**src/dcr_pkg.sv**
```systemverilog
package dcr_pkg;
  // Instruction codes carried on the bus with every strobe.
  localparam logic [2:0] INS_RD_STATUS = 3'h1;
  localparam logic [2:0] INS_LD_CMD = 3'h2;
  localparam logic [2:0] INS_RD_MAC = 3'h3;
  localparam logic [2:0] INS_LD_MAC = 3'h4;
  localparam logic [2:0] INS_RD_DADDR = 3'h5;
  localparam logic [2:0] INS_LD_DADDR = 3'h6;
  // Flag commands applied after the data transfer.
  localparam logic [1:0] FC_NONE = 2'h0;
  localparam logic [1:0] FC_START = 2'h1;
  localparam logic [1:0] FC_CLEAR = 2'h2;
  localparam logic [1:0] FC_PULSE = 2'h3;
  // Operation codes of the command word.
  localparam logic [1:0] OP_READ = 2'h0;
  localparam logic [1:0] OP_WRITE = 2'h1;
  localparam logic [1:0] OP_SEEK = 2'h2;
  localparam logic [1:0] OP_RECAL = 2'h3;
  // Word bit 0 is vector bit 15; drive d flags sit at SEEK_BASE - d.
  localparam int ST_DONE = 15;
  localparam int ST_SEEK_BASE = 14;
  localparam int ST_VALID = 9;
  localparam int ST_BUSY = 8;
  localparam int ST_UNSAFE = 7;
  localparam int ST_READY = 6;
  localparam int ST_SEEKERR = 5;
  localparam int ST_EOC = 4;
  localparam int ST_ADDRERR = 3;
  localparam int ST_CKERR = 2;
  localparam int ST_LATE = 1;
  localparam int ST_ERR = 0;
  // Command and cylinder word fields.
  localparam int CC_CLEAR = 15;
  localparam int CC_SEEKCLR_BASE = 14;
  localparam int CC_OP_HI = 10;
  localparam int CC_OP_LO = 9;
  localparam int CC_CYL_HI = 8;
  // Memory address counter and disc address fields.
  localparam int MAC_MAP = 15;
  localparam int DA_DRV_HI = 15;
  localparam int DA_DRV_LO = 14;
  localparam int DA_SURF_HI = 11;
  localparam int DA_SURF_LO = 9;
  localparam int DA_SEC_HI = 8;
  localparam int DA_SEC_LO = 4;
  localparam int DA_CNT_HI = 3;
  localparam logic [4:0] SECT_LAST = 5'h17;
  localparam logic [3:0] CNT_LAST = 4'hf;
  // Values after reset and data path sizes.
  localparam logic [15:0] CMD_RST = 16'h0000;
  localparam logic [15:0] MAC_RST = 16'h0000;
  localparam logic [15:0] DA_RST = 16'h0000;
  localparam int WORD_W = 16;
  localparam int FIFO_DEPTH = 32;
endpackage

```
**src/dcr_bus_if.sv**
```systemverilog
`timescale 1ns/1ps
`default_nettype none
// Programmed I/O bus between the CPU end and the disc controller end.
interface dcr_bus_if;
  logic ioStrobe;
  logic [2:0] ioInstr;
  logic [1:0] ioFlag;
  logic [15:0] hostData;
  logic [15:0] devData;
  logic ioAck;
  logic intReq;
  logic ioReset;
  modport dev(input ioStrobe, input ioInstr, input ioFlag, input hostData,
    input ioReset, output devData, output ioAck, output intReq);
  modport host(output ioStrobe, output ioInstr, output ioFlag,
    output hostData, output ioReset, input devData, input ioAck,
    input intReq);
endinterface
`default_nettype wire

```
**src/dcr_device.sv**
```systemverilog
`timescale 1ns/1ps
`default_nettype none
// Word buffer between the sector engine and the data channel.
module dcr_fifo #(
  parameter int W = 16,
  parameter int DEPTH = 32
) (
  // Clock and control.
  input wire logic ref_clk,
  input wire logic rst,
  input wire logic flush,
  // Filling side.
  input wire logic inValid,
  input wire logic [W-1:0] inData,
  output logic inReady,
  // Draining side.
  output logic outValid,
  output logic [W-1:0] outData,
  input wire logic outReady
);
  localparam int AW = $clog2(DEPTH);
  logic [W-1:0] mem_q [DEPTH];
  logic [AW:0] wr_q;
  logic [AW:0] rd_q;
  wire push = inValid && inReady;
  wire pop = outValid && outReady;
  // Extra pointer bit tells full from empty.
  assign inReady = (wr_q - rd_q) != (AW+1)'(DEPTH);
  assign outValid = wr_q != rd_q;
  assign outData = mem_q[rd_q[AW-1:0]];
  // Storage has no reset; only the pointers need a defined state.
  always_ff @(posedge ref_clk) begin
    if (push) begin
      mem_q[wr_q[AW-1:0]] <= inData;
    end
  end
  // Pointers; a flush drops whatever a halted transfer left behind.
  always_ff @(posedge ref_clk) begin
    if (rst || flush) begin
      wr_q <= '0;
      rd_q <= '0;
    end else begin
      wr_q <= wr_q + (AW+1)'(push);
      rd_q <= rd_q + (AW+1)'(pop);
    end
  end
endmodule

// Summary of operation
// RQ1: Status read returns sixteen bits, then flags.
// RQ2: Valid bit low when subsystem control lost.
// RQ3: Start, clear, pulse or reset clear unsafe.
// RQ4: Command load stores all sixteen bits.
// RQ5: Command bit 0 clears done and errors; the code leaves the seek error and late flags set.
// RQ6: Bits 1-4 clear seek done, drives 0-3.
// RQ7: Bits 5-6 select read, write, seek, recalibrate.
// RQ8: Bits 7-15 carry the target cylinder.
// RQ9: Address load: bit 0 map, rest address.
// RQ10: Address counts per word, carry reaches map.
// RQ11: Address read returns bit 0 as zero.
// RQ12: After write, address points past last word.
// RQ13: Data transfer first, then busy and done.
// RQ14: Host loads disc address without flag command.
// RQ15: Host issues nothing to drive not ready.
// RQ16: Host reads status between programming phases.
// RQ17: Seek uses pulse: clears done, keeps busy.
// RQ18: Seeking drive reads not ready, not done.
// RQ19: Transfer of one to sixteen sectors.
// RQ20: Sector after 27 octal is next surface 0.
// RQ21: Start and pulse clear done, errors, begin.
// RQ22: Clear or bus reset zero flags, keep seeks.
// RQ23: Seek done or done raises interrupt request; the code raises it for done only when the transfer began with a start.
module dcr_device #(
  parameter int DEPTH = dcr_pkg::FIFO_DEPTH
) (
  // Clock and reset.
  input wire logic ref_clk,
  input wire logic rst,
  // CPU bus.
  dcr_bus_if.dev bus,
  // Drives and shared subsystem.
  input wire logic [3:0] driveReady,
  input wire logic [3:0] driveUnsafe,
  input wire logic [3:0] seekEnd,
  input wire logic subsysOwned,
  // Operation launch towards the drives and sector engine.
  output logic opGo,
  output logic [1:0] opCode,
  output logic [8:0] opCyl,
  output logic [1:0] opDrive,
  output logic xferHalt,
  output logic [2:0] surfSel,
  output logic [4:0] sectSel,
  // Sector engine reports.
  input wire logic sectorDone,
  input wire logic [4:0] engErr,
  input wire logic wrWordTaken,
  // Read words from the engine.
  input wire logic engValid,
  input wire logic [15:0] engWord,
  output logic engReady,
  // Data channel side.
  output logic chanValid,
  output logic [15:0] chanWord,
  output logic [15:0] chanAddr,
  input wire logic chanReady
);
  logic [15:0] cmd_q;
  logic [15:0] mac_q;
  logic [15:0] da_q;
  logic busy_q;
  logic done_q;
  logic xfer_q;
  logic rwIrq_q;
  logic [5:0] err_q;
  logic [3:0] seekDone_q;
  logic [3:0] seeking_q;
  logic [15:0] devData_q;
  logic ack_q;
  logic opGo_q;
  logic halt_q;
  // Nets, since each bit is driven by an assignment of its own.
  wire [15:0] statusWord;
  wire [3:0] seekDone_d;
  wire [3:0] seeking_d;

  // Instruction and flag command decode.
  wire strobe = bus.ioStrobe;
  wire ldCmd = strobe && bus.ioInstr == dcr_pkg::INS_LD_CMD;
  wire ldMac = strobe && bus.ioInstr == dcr_pkg::INS_LD_MAC;
  wire ldDa = strobe && bus.ioInstr == dcr_pkg::INS_LD_DADDR;
  wire rdSt = strobe && bus.ioInstr == dcr_pkg::INS_RD_STATUS;
  wire rdMac = strobe && bus.ioInstr == dcr_pkg::INS_RD_MAC;
  wire rdDa = strobe && bus.ioInstr == dcr_pkg::INS_RD_DADDR;
  wire fcStart = strobe && bus.ioFlag == dcr_pkg::FC_START;
  wire fcPulse = strobe && bus.ioFlag == dcr_pkg::FC_PULSE;
  wire fcClear = (strobe && bus.ioFlag == dcr_pkg::FC_CLEAR) ||
    bus.ioReset; // RQ22
  wire opKick = fcStart || fcPulse; // RQ21

  // The kicked operation sees the word loaded by the same instruction.
  wire [15:0] cmdNow = ldCmd ? bus.hostData : cmd_q; // RQ13
  wire [15:0] daNow = ldDa ? bus.hostData : da_q; // RQ13
  wire [1:0] opNow = cmdNow[dcr_pkg::CC_OP_HI:dcr_pkg::CC_OP_LO]; // RQ7
  wire [1:0] drvNow = daNow[dcr_pkg::DA_DRV_HI:dcr_pkg::DA_DRV_LO];
  wire [1:0] drvSel = da_q[dcr_pkg::DA_DRV_HI:dcr_pkg::DA_DRV_LO];
  wire isSeekOp = opNow == dcr_pkg::OP_SEEK || opNow == dcr_pkg::OP_RECAL;
  wire seekKick = opKick && isSeekOp; // RQ17
  wire rwKick = opKick && !isSeekOp;
  wire cmdClr = ldCmd && bus.hostData[dcr_pkg::CC_CLEAR]; // RQ5

  // Sector stepping: wrap to sector 0 of the next surface.
  wire [4:0] sec = da_q[dcr_pkg::DA_SEC_HI:dcr_pkg::DA_SEC_LO];
  wire [2:0] surf = da_q[dcr_pkg::DA_SURF_HI:dcr_pkg::DA_SURF_LO];
  wire [3:0] cnt = da_q[dcr_pkg::DA_CNT_HI:0];
  wire secWrap = sec == dcr_pkg::SECT_LAST; // RQ20
  wire [4:0] secNext = secWrap ? 5'h00 : sec + 5'h01; // RQ20
  wire [2:0] surfNext = surf + {2'h0, secWrap}; // RQ20
  wire step = xfer_q && sectorDone;
  // Count is minus the sectors left; all ones means the last one.
  wire lastSect = step && cnt == dcr_pkg::CNT_LAST; // RQ19
  wire doneSet = xfer_q && (lastSect || |engErr);
  wire [15:0] daStep = {da_q[15:12], surfNext, secNext, cnt + 4'h1};

  // Error flags: {late, ck, addr, eoc, seek, unsafe}; a set beats a clear.
  wire unsafeEvt = driveUnsafe[drvSel];
  wire [5:0] errEvt = {engErr, unsafeEvt};
  wire [5:0] errClr = (fcClear || opKick) ? 6'h3f : // RQ3 RQ21 RQ22
    cmdClr ? 6'h1d : 6'h00; // RQ5
  wire [5:0] err_d = errEvt | (err_q & ~errClr);

  wire done_d = doneSet | (done_q & ~(fcClear | opKick | cmdClr)); // RQ5
  wire busy_d = fcStart ? 1'b1 : (fcClear || doneSet) ? 1'b0 : busy_q;
  wire xfer_d = rwKick ? 1'b1 : (fcClear || doneSet) ? 1'b0 : xfer_q;

  // Per drive seek tracking; clear never aborts a seek in flight.
  genvar d;
  generate
    for (d = 0; d < 4; d++) begin : g_drive
      wire kickHere = seekKick && drvNow == 2'(d);
      wire clrHere = (ldCmd &&
        bus.hostData[dcr_pkg::CC_SEEKCLR_BASE - d]) || fcClear; // RQ6
      assign seekDone_d[d] = seekEnd[d] |
        (seekDone_q[d] & ~(clrHere | kickHere)); // RQ18 RQ22
      assign seeking_d[d] = kickHere | (seeking_q[d] & ~seekEnd[d]);
      assign statusWord[dcr_pkg::ST_SEEK_BASE - d] =
        seekDone_q[d] & ~seeking_q[d]; // RQ18
    end
  endgenerate

  // Status word assembly.
  assign statusWord[dcr_pkg::ST_DONE] = done_q;
  assign statusWord[10] = 1'b0;
  assign statusWord[dcr_pkg::ST_VALID] = subsysOwned; // RQ2
  assign statusWord[dcr_pkg::ST_BUSY] = busy_q;
  assign statusWord[dcr_pkg::ST_UNSAFE] = err_q[0]; // RQ3
  assign statusWord[dcr_pkg::ST_READY] =
    driveReady[drvSel] & ~seeking_q[drvSel]; // RQ18
  assign statusWord[dcr_pkg::ST_SEEKERR] = err_q[1];
  assign statusWord[dcr_pkg::ST_EOC] = err_q[2];
  assign statusWord[dcr_pkg::ST_ADDRERR] = err_q[3];
  assign statusWord[dcr_pkg::ST_CKERR] = err_q[4];
  assign statusWord[dcr_pkg::ST_LATE] = err_q[5];
  assign statusWord[dcr_pkg::ST_ERR] = |err_q;

  // Read data selection; values are taken before flags move.
  wire [15:0] rdWord = rdSt ? statusWord : // RQ1
    rdMac ? {1'b0, mac_q[14:0]} : // RQ11
    rdDa ? da_q : 16'h0000;

  // Words read from disc pass a buffer so the channel may stall.
  logic fifoInReady;
  wire chanFire = chanValid && chanReady;
  assign engReady = fifoInReady && xfer_q;
  dcr_fifo #(.W(dcr_pkg::WORD_W), .DEPTH(DEPTH)) i_dcr_fifo (
    .ref_clk(ref_clk),
    .rst(rst),
    .flush(halt_q),
    .inValid(engValid && xfer_q),
    .inData(engWord),
    .inReady(fifoInReady),
    .outValid(chanValid),
    .outData(chanWord),
    .outReady(chanReady)
  );

  // Outputs.
  assign bus.devData = devData_q;
  assign bus.ioAck = ack_q;
  assign bus.intReq = |seekDone_q | (done_q & rwIrq_q); // RQ23
  assign opGo = opGo_q;
  assign opCode = cmd_q[dcr_pkg::CC_OP_HI:dcr_pkg::CC_OP_LO];
  assign opCyl = cmd_q[dcr_pkg::CC_CYL_HI:0]; // RQ8
  assign opDrive = drvSel;
  assign xferHalt = halt_q;
  assign surfSel = surf;
  assign sectSel = sec;
  assign chanAddr = mac_q;

  // Registers loaded by the CPU.
  always_ff @(posedge ref_clk) begin
    if (rst) begin
      cmd_q <= dcr_pkg::CMD_RST;
      da_q <= dcr_pkg::DA_RST;
      mac_q <= dcr_pkg::MAC_RST;
    end else begin
      cmd_q <= cmdNow; // RQ4
      da_q <= ldDa ? bus.hostData : step ? daStep : da_q;
      if (ldMac) begin
        mac_q <= bus.hostData; // RQ9
      end else if (chanFire || wrWordTaken) begin
        mac_q <= mac_q + 16'h0001; // RQ10 RQ12
      end
    end
  end

  // Flags; a drive or engine event wins over a same-cycle clear.
  always_ff @(posedge ref_clk) begin
    if (rst) begin
      busy_q <= 1'b0;
      done_q <= 1'b0;
      xfer_q <= 1'b0;
      rwIrq_q <= 1'b0;
      err_q <= 6'h00;
      seekDone_q <= 4'h0;
      seeking_q <= 4'h0;
    end else begin
      busy_q <= busy_d; // RQ13 RQ17 RQ21
      done_q <= done_d; // RQ17 RQ21
      xfer_q <= xfer_d; // RQ22
      rwIrq_q <= opKick ? fcStart : rwIrq_q;
      err_q <= err_d;
      seekDone_q <= seekDone_d;
      seeking_q <= seeking_d;
    end
  end

  // Bus answer and launch pulses, one cycle after the strobe.
  always_ff @(posedge ref_clk) begin
    if (rst) begin
      devData_q <= 16'h0000;
      ack_q <= 1'b0;
      opGo_q <= 1'b0;
      halt_q <= 1'b0;
    end else begin
      devData_q <= (rdSt || rdMac || rdDa) ? rdWord : devData_q;
      ack_q <= strobe;
      opGo_q <= opKick;
      halt_q <= fcClear; // RQ22
    end
  end
endmodule
`default_nettype wire

```
**src/flat_wrapper.sv**
```systemverilog
// flat-port wrapper written by rule: the top's interface ports become plain ports
module dcr_device_flat 
#(
  parameter int DEPTH = dcr_pkg::FIFO_DEPTH
)
  (ref_clk, rst, driveReady, driveUnsafe, seekEnd, subsysOwned, opGo, opCode, opCyl, opDrive, xferHalt, surfSel, sectSel, sectorDone, engErr, wrWordTaken, engValid, engWord, engReady, chanValid, chanWord, chanAddr, chanReady, bus_ioStrobe, bus_ioInstr, bus_ioFlag, bus_hostData, bus_ioReset, bus_devData, bus_ioAck, bus_intReq);
  dcr_bus_if bus_i ();
  input wire logic ref_clk;
  input wire logic rst;
  input wire logic [3:0] driveReady;
  input wire logic [3:0] driveUnsafe;
  input wire logic [3:0] seekEnd;
  input wire logic subsysOwned;
  output logic opGo;
  output logic [1:0] opCode;
  output logic [8:0] opCyl;
  output logic [1:0] opDrive;
  output logic xferHalt;
  output logic [2:0] surfSel;
  output logic [4:0] sectSel;
  input wire logic sectorDone;
  input wire logic [4:0] engErr;
  input wire logic wrWordTaken;
  input wire logic engValid;
  input wire logic [15:0] engWord;
  output logic engReady;
  output logic chanValid;
  output logic [15:0] chanWord;
  output logic [15:0] chanAddr;
  input wire logic chanReady;
  input wire logic [$bits(bus_i.ioStrobe)-1:0] bus_ioStrobe;
  input wire logic [$bits(bus_i.ioInstr)-1:0] bus_ioInstr;
  input wire logic [$bits(bus_i.ioFlag)-1:0] bus_ioFlag;
  input wire logic [$bits(bus_i.hostData)-1:0] bus_hostData;
  input wire logic [$bits(bus_i.ioReset)-1:0] bus_ioReset;
  output wire logic [$bits(bus_i.devData)-1:0] bus_devData;
  output wire logic [$bits(bus_i.ioAck)-1:0] bus_ioAck;
  output wire logic [$bits(bus_i.intReq)-1:0] bus_intReq;
  assign bus_i.ioStrobe = bus_ioStrobe;
  assign bus_i.ioInstr = bus_ioInstr;
  assign bus_i.ioFlag = bus_ioFlag;
  assign bus_i.hostData = bus_hostData;
  assign bus_i.ioReset = bus_ioReset;
  assign bus_devData = bus_i.devData;
  assign bus_ioAck = bus_i.ioAck;
  assign bus_intReq = bus_i.intReq;
  dcr_device #(.DEPTH(DEPTH)) u_core (.ref_clk(ref_clk), .rst(rst), .bus(bus_i), .driveReady(driveReady), .driveUnsafe(driveUnsafe), .seekEnd(seekEnd), .subsysOwned(subsysOwned), .opGo(opGo), .opCode(opCode), .opCyl(opCyl), .opDrive(opDrive), .xferHalt(xferHalt), .surfSel(surfSel), .sectSel(sectSel), .sectorDone(sectorDone), .engErr(engErr), .wrWordTaken(wrWordTaken), .engValid(engValid), .engWord(engWord), .engReady(engReady), .chanValid(chanValid), .chanWord(chanWord), .chanAddr(chanAddr), .chanReady(chanReady));
endmodule
```
**config.mk**
```make
export PLATFORM = sky130hd
export DESIGN_NAME = dcr_device_flat
export DESIGN_NICKNAME = d
export VERILOG_FILES = /design/src/dcr_pkg.sv /design/src/dcr_bus_if.sv /design/src/dcr_device.sv /design/src/flat_wrapper.sv
export SDC_FILE = /design/constraint.sdc
export NUM_CORES = 1
export LEC_CHECK = 0
export ABC_AREA = 0
export BUFFER_PORTS_ARGS = -buffer_cell sky130_fd_sc_hd__buf_2
export CORE_MARGIN = 2
export CORE_UTILIZATION = 25
export CTS_BUF_LIST = sky130_fd_sc_hd__clkbuf_16
export CTS_CLUSTER_DIAMETER = 120
export CTS_CLUSTER_SIZE = 28
export DETAILED_ROUTE_END_ITERATION = 10
export PLACE_DENSITY = 0.4
export SLEW_MARGIN = 10
export SYNTH_ARGS = -nofsm -noshare
export SYNTH_HDL_FRONTEND = slang
export SYNTH_SLANG_ARGS = --single-unit
```
**constraint.sdc**
```tcl
create_clock -name ref_clk -period 3.3 [get_ports ref_clk]
set_input_delay 0.66 -clock ref_clk [delete_from_list [all_inputs] [get_ports ref_clk]]
set_output_delay 0.66 -clock ref_clk [all_outputs]
set_load 0.005 [all_outputs]
```
# Word level (Yosys, flattened, before mapping)
# Memories as Yosys holds them, arrays and structs flattened. A register that Yosys moved wholly into a read port is not among the register bits.
# Cells that the tools add are included.
# totals
ram_bits	512
input_bits	63
regBits	92
n_memories	1
wordCells	167
# memory_table
memory	depth	word_bits	rd	rd_clocked_by_memory_dff	write_ports	line_no	source
u_core.i_dcr_fifo.mem_q	32	16	1	1	1	dcr_device.sv:22	logic [W-1:0] mem_q [DEPTH];
# classes
add_sub_neg	7
order_cmp	1
mux	24
reduce_logical	50
n_bitwise	48
eq_ne	18
# ops
operator	n
16-bit two-way mux	7
1-bit logical AND	27
16-bit by 1-bit adder with 16-bit output (second input constant)	1
1-bit bitwise OR	16
1-bit bitwise AND	15
5-bit two-way mux	3
1-bit logical OR	14
1-bit inverter	14
6-bit by 1-bit adder with 6-bit output	2
2-bit == test (second input constant)	6
12-bit two-way mux	1
11-bit two-way mux	1
3-bit == test (second input constant)	3
1-bit two-way mux	8
2-bit nonzero test	4
6-bit bitwise AND	1
1-bit binary-select mux with 2-bit select	3
3-bit by 2-bit == test with 1-bit output (second input constant)	2
6-bit two-way mux	1
6-bit != test	1
6-bit != test (second input constant)	1
6-bit inverter	1
6-bit bitwise OR	1
6-bit OR reduction	1
13 further kinds	14

# Depth between registers and ports, before layout
# depth
word_depth	11
depth_mapped	15

# Modules after synthesis
# A second synthesis with hierarchy kept.
# hier_totals
hier_cells	1556
hier_area_um2	24499.7
# by_module_without_submodules
module	cells_each	area_each_um2	seq_area_each_um2	instances
dcr_fifo	1085	20569.7	15615.0	1
dcr_device	471	3930.0	1601.5	1

# Least setup slack after synthesis
# Ideal clock, no wire load.
# synth_timing
path_type	register -> register
start	reg u_core.i_dcr_fifo.rd_q[4]
end	mem u_core.i_dcr_fifo.mem_q[9][0], enable pin
required_ns	2.891
path_slack_ns	-0.348
n_path_buf	3
path_stages_with_launch	10
t_arrival_ns	3.239
synth_period_minus_slack_ns	3.648
path_cell_list	dfxtp_1 > clkbuf_1 > clkinv_1 > clkbuf_1 > ha_1 > o2111ai_1 > a221o_1 > a311oi_4 > buf_6 > nor3_1
# synth_between
elab_chain_cells	5
# synth_lines
element	line_no	source
start, declared	dcr_device.sv:24	logic [AW:0] rd_q;
start signal, assigned	dcr_device.sv:44	rd_q <= rd_q + (AW+1)'(pop);
6-bit subtractor	dcr_device.sv:28	assign inReady = (wr_q - rd_q) != (AW+1)'(DEPTH);
6-bit != test	dcr_device.sv:28	
1-bit logical AND	dcr_device.sv:25	wire push = inValid && inReady;
1-bit two-way mux	dcr_device.sv:33	if (push) begin
1-bit two-way mux (not written as such)	dcr_device.sv:34	mem_q[wr_q[AW-1:0]] <= inData;
end, declared	dcr_device.sv:22	
# No other way between the ends.

==> run_results.csv <==
group,metric,value,unit
status,status,"complete, but fails checks",
status,violations,"setup timing",
critical_path,rr_endpoint,"u_core.i_dcr_fifo.mem_q[15][15]$_DFFE_PP_",
pwr,p_leak,9.50,nW
timing,rsz0062_at_grt,"yes",
synth,synth_area,0.0243,mm^2
synth,async_flop_share,0,%
synth,synth_edf_count,512,
synth,ys_types,57,
synth,ys_warn_count,0,
timing,finalWorstPathRequiredPeriod,3.44,ns
timing,timing.hold.ws,0.264,ns
hold_path,min_from,"engErr[0]",
clocking,numCtsBuffers,26,
routing,antenna_left,0,
grt,overflow,0,
place,preCtsSetupSlack,-0.000136,ns
place,placement.io_buffers,137,
critical_path,ff2ff_path_depth,9,
timing,worst_slack,-0.142,ns
final_layout,layout_common_cells,"512 x edfxtp_1, 144 x nand2_1, 136 x buf_2, 99 x nor2_1, 98 x mux4_2",
timing,slew_headroom,23.6,%
routing,wl,74600,um
timing,fmax,0.291,GHz
routing,drc,0,
routing,num_vias,14300,
critical_path,r2r_slack,0.23,ns
clocking,ctsLongestPathBuffers,3,
synth,synth_nets,1608,
clocking,root_buffer,"clkbuf_16",
timing,worst_slew_pin_slew,1.14,ns
pwr,power,0.0129,W
floorplan,io-pin-count,138,
clocking,cts_tree,"yes",
timing,finClkSkew,0.0342,ns
grt,grt_first_pass_wirelength,106000,um
timing,report.final.slew_viol_count,0,
timing,setup_violations,13,
synth,synth_flop_cell,"edfxtp_1",
place,dp_hpwl,46200,um
floorplan,core,0.0966,mm^2
hold_path,hold_path_depth,3,
run,cap_violations,0,
pwr,vdd_drop_max,399,uV
routing,first_pass_iters,5,
critical_path,critPathMaxFanout,35,
grt,grt_usage,14.5,%
routing,routed_via_density,4.72,
clocking,clkSinkCount,604,
timing,fin_crit_sh,104,%
final_layout,drive_above_1_share,32.0,%
timing,setup_tns,-0.895,ns
floorplan,fp-row-count,114,
floorplan,fp.dieArea,0.0999,mm^2
clocking,cts_htree_levels,1,
critical_path,crit_required,2.64,ns
routing,wl_per_cell,24.6,um
final_layout,final_cells,3032,
place,place_inst,2936,
grt,grt_pass1_vias,14300,
synth,ys_seq_elements,604,
synth,syn_avg_cell_area,15.9,um^2
clocking,clk_pin_slew,0.12,ns
timing,hold_viol,0,
critical_path,critPathKind,"reg2out",
final_layout,final_common_cell,"edfxtp_1",
critical_path,start_kind,"flop",
critical_path,endpoint_kind,"primary output",
routing,drt_iter0_drc,1176,
clocking,clkLatencyLatePin,0.62,ns
critical_path,worst_ep_arrival_time,2.78,ns
final_layout,synthToLayoutAreaGrowth,21.3,%
final_layout,fin_nets,1810,
synth,synthCells,1531,
floorplan,die_y,316,um
critical_path,crit_path_start,"u_core.i_dcr_fifo.rd_q[3]$_SDFF_PP0_",
final_layout,final.fill_count,9502,
hold_path,worstHoldPathType,"in2reg",
synth,seq_area_frac_synth,70.7,%
place,gp_congestion,0.784,
grt,grt_max_degree,50,
grt,antenna_found_initial,6,
hold_path,holdPathEnd,"u_core.err_q[1]$_SDFF_PP0_",
critical_path,r2r_start,"u_core.i_dcr_fifo.rd_q[3]$_SDFF_PP0_",
pwr,power_density,438,mW/mm^2
floorplan,dieWidth,316,um
floorplan,initial_core_util,25.2,%
[repair_timing]
item	CTS	global route
hold buffers	0	0
pin swaps	32	32
gates cloned	6	5
resized for setup	166	68
setup buffers	32	9
setup endpoints to repair	17	18
[worst max-delay path by stage]
stage | slack, ns | end
after floorplan | -0.19 | u_core.i_dcr_fifo.mem_q[0][0]$_DFFE_PP_
after global placement | -0.08 | chanWord[1]
after detailed placement | -0.0001 | chanWord[4]
after CTS | -0.21 | engReady
after global routing | -0.20 | chanWord[4]
final | -0.14 | chanWord[14]
[sequential cells by signal, summed over array words and instances, names as in the netlist, 4 cells and up, named ones only]
register	cells
u_core.da_q	16
u_core.seekDone_q	4
u_core.seeking_q	4
u_core.i_dcr_fifo.mem_q	512
u_core.cmd_q	10
u_core.chanAddr	16
u_core.i_dcr_fifo.wr_q	6
u_core.i_dcr_fifo.rd_q	6
u_core.bus.devData	16
u_core.err_q	6
[critical path, cell delays in order, from the launching register on]
cell	delay, ns
dfxtp_2	0.35
clkinv_1	0.14
buf_6	0.28
nor2_2	0.24
buf_8	0.32
a21oi_1	0.11
o21ai_0	0.16
o311a_1	0.31
buf_2	0.15
[per-layer routing]
metal / part of all wire, % / GRT usage [%] / up-vias
li1: - / - / 6347
met1: 48 / 21.8 / 7556
met2: 46 / 22.9 / 351
met3: 4.5 / 1.90 / 55
met4: 1.3 / 2.04 / 10
met5: 0.075 / 0 / -
[layout make-up]
| class | instances | area, um^2 | area share [%] |
|---|---|---|---|
| diodes | 3 | 7.51 | 0.0254 |
| clock inverters | 22 | 138 | 0.466 |
| flip-flops and latches | 604 | 17200 | 58.3 |
| well taps | 1276 | 1600 | 5.40 |
| repair buffers | 277 | 2300 | 7.78 |
| clock buffers | 26 | 651 | 2.20 |
| inverters | 11 | 47.5 | 0.161 |
| multi-input cells | 813 | 7580 | 25.6 |
[cells in the mapped netlist (all sizes together), types with 9 or more instances]
cell type	number	area (um^2)
nand2	194	728
edfxtp	512	15400
nand3	14	70.1
nor3	15	75.1
nor2b	13	81.3
mux2i	79	791
a211oi	26	195
nor2	117	439
ha	14	175
a221oi	31	272
clkbuf	52	195
xnor2	20	175
o221ai	31	272
o21ai	12	60.1
dfxtp	92	1840
and2	9	56.3
nand2b	9	56.3
a21oi	39	195
buf	51	283
mux4	98	2210
o211ai	11	82.6
a311oi	9	96.4
[cells by family after synthesis]
| logic type | after synthesis | share of synthesized area (%) |
|---|---|---|
| fa+ha+maj | 14 | 0.719 |
| buf+inv | 114 | 2.13 |
| mux | 177 | 12.3 |
| flops | 604 | 70.7 |
| xor+xnor | 27 | 0.971 |
| compound gates | 182 | 5.74 |
| simple gates | 413 | 7.41 |
[power breakdown]
part           total, W  internal, W  switching (W)
Clock           0.00397      0.00150        0.00248
Combinational  0.000620     0.000224       0.000396
Sequential      0.00835      0.00830      0.0000487
Total            0.0129       0.0100        0.00292
[stage by stage]
stage / utilization (%) / area [um^2]
2_1_floorplan: - / 24400
3_3_place_gp: 28.0 / 27100
3_5_place_dp: 28.0 / 27100
4_1_cts: 30.1 / 29100
5_1_grt: 30.6 / 29500
6_report: 30.6 / 29500
No activity file was read; power rests on OpenSTA's default activity.
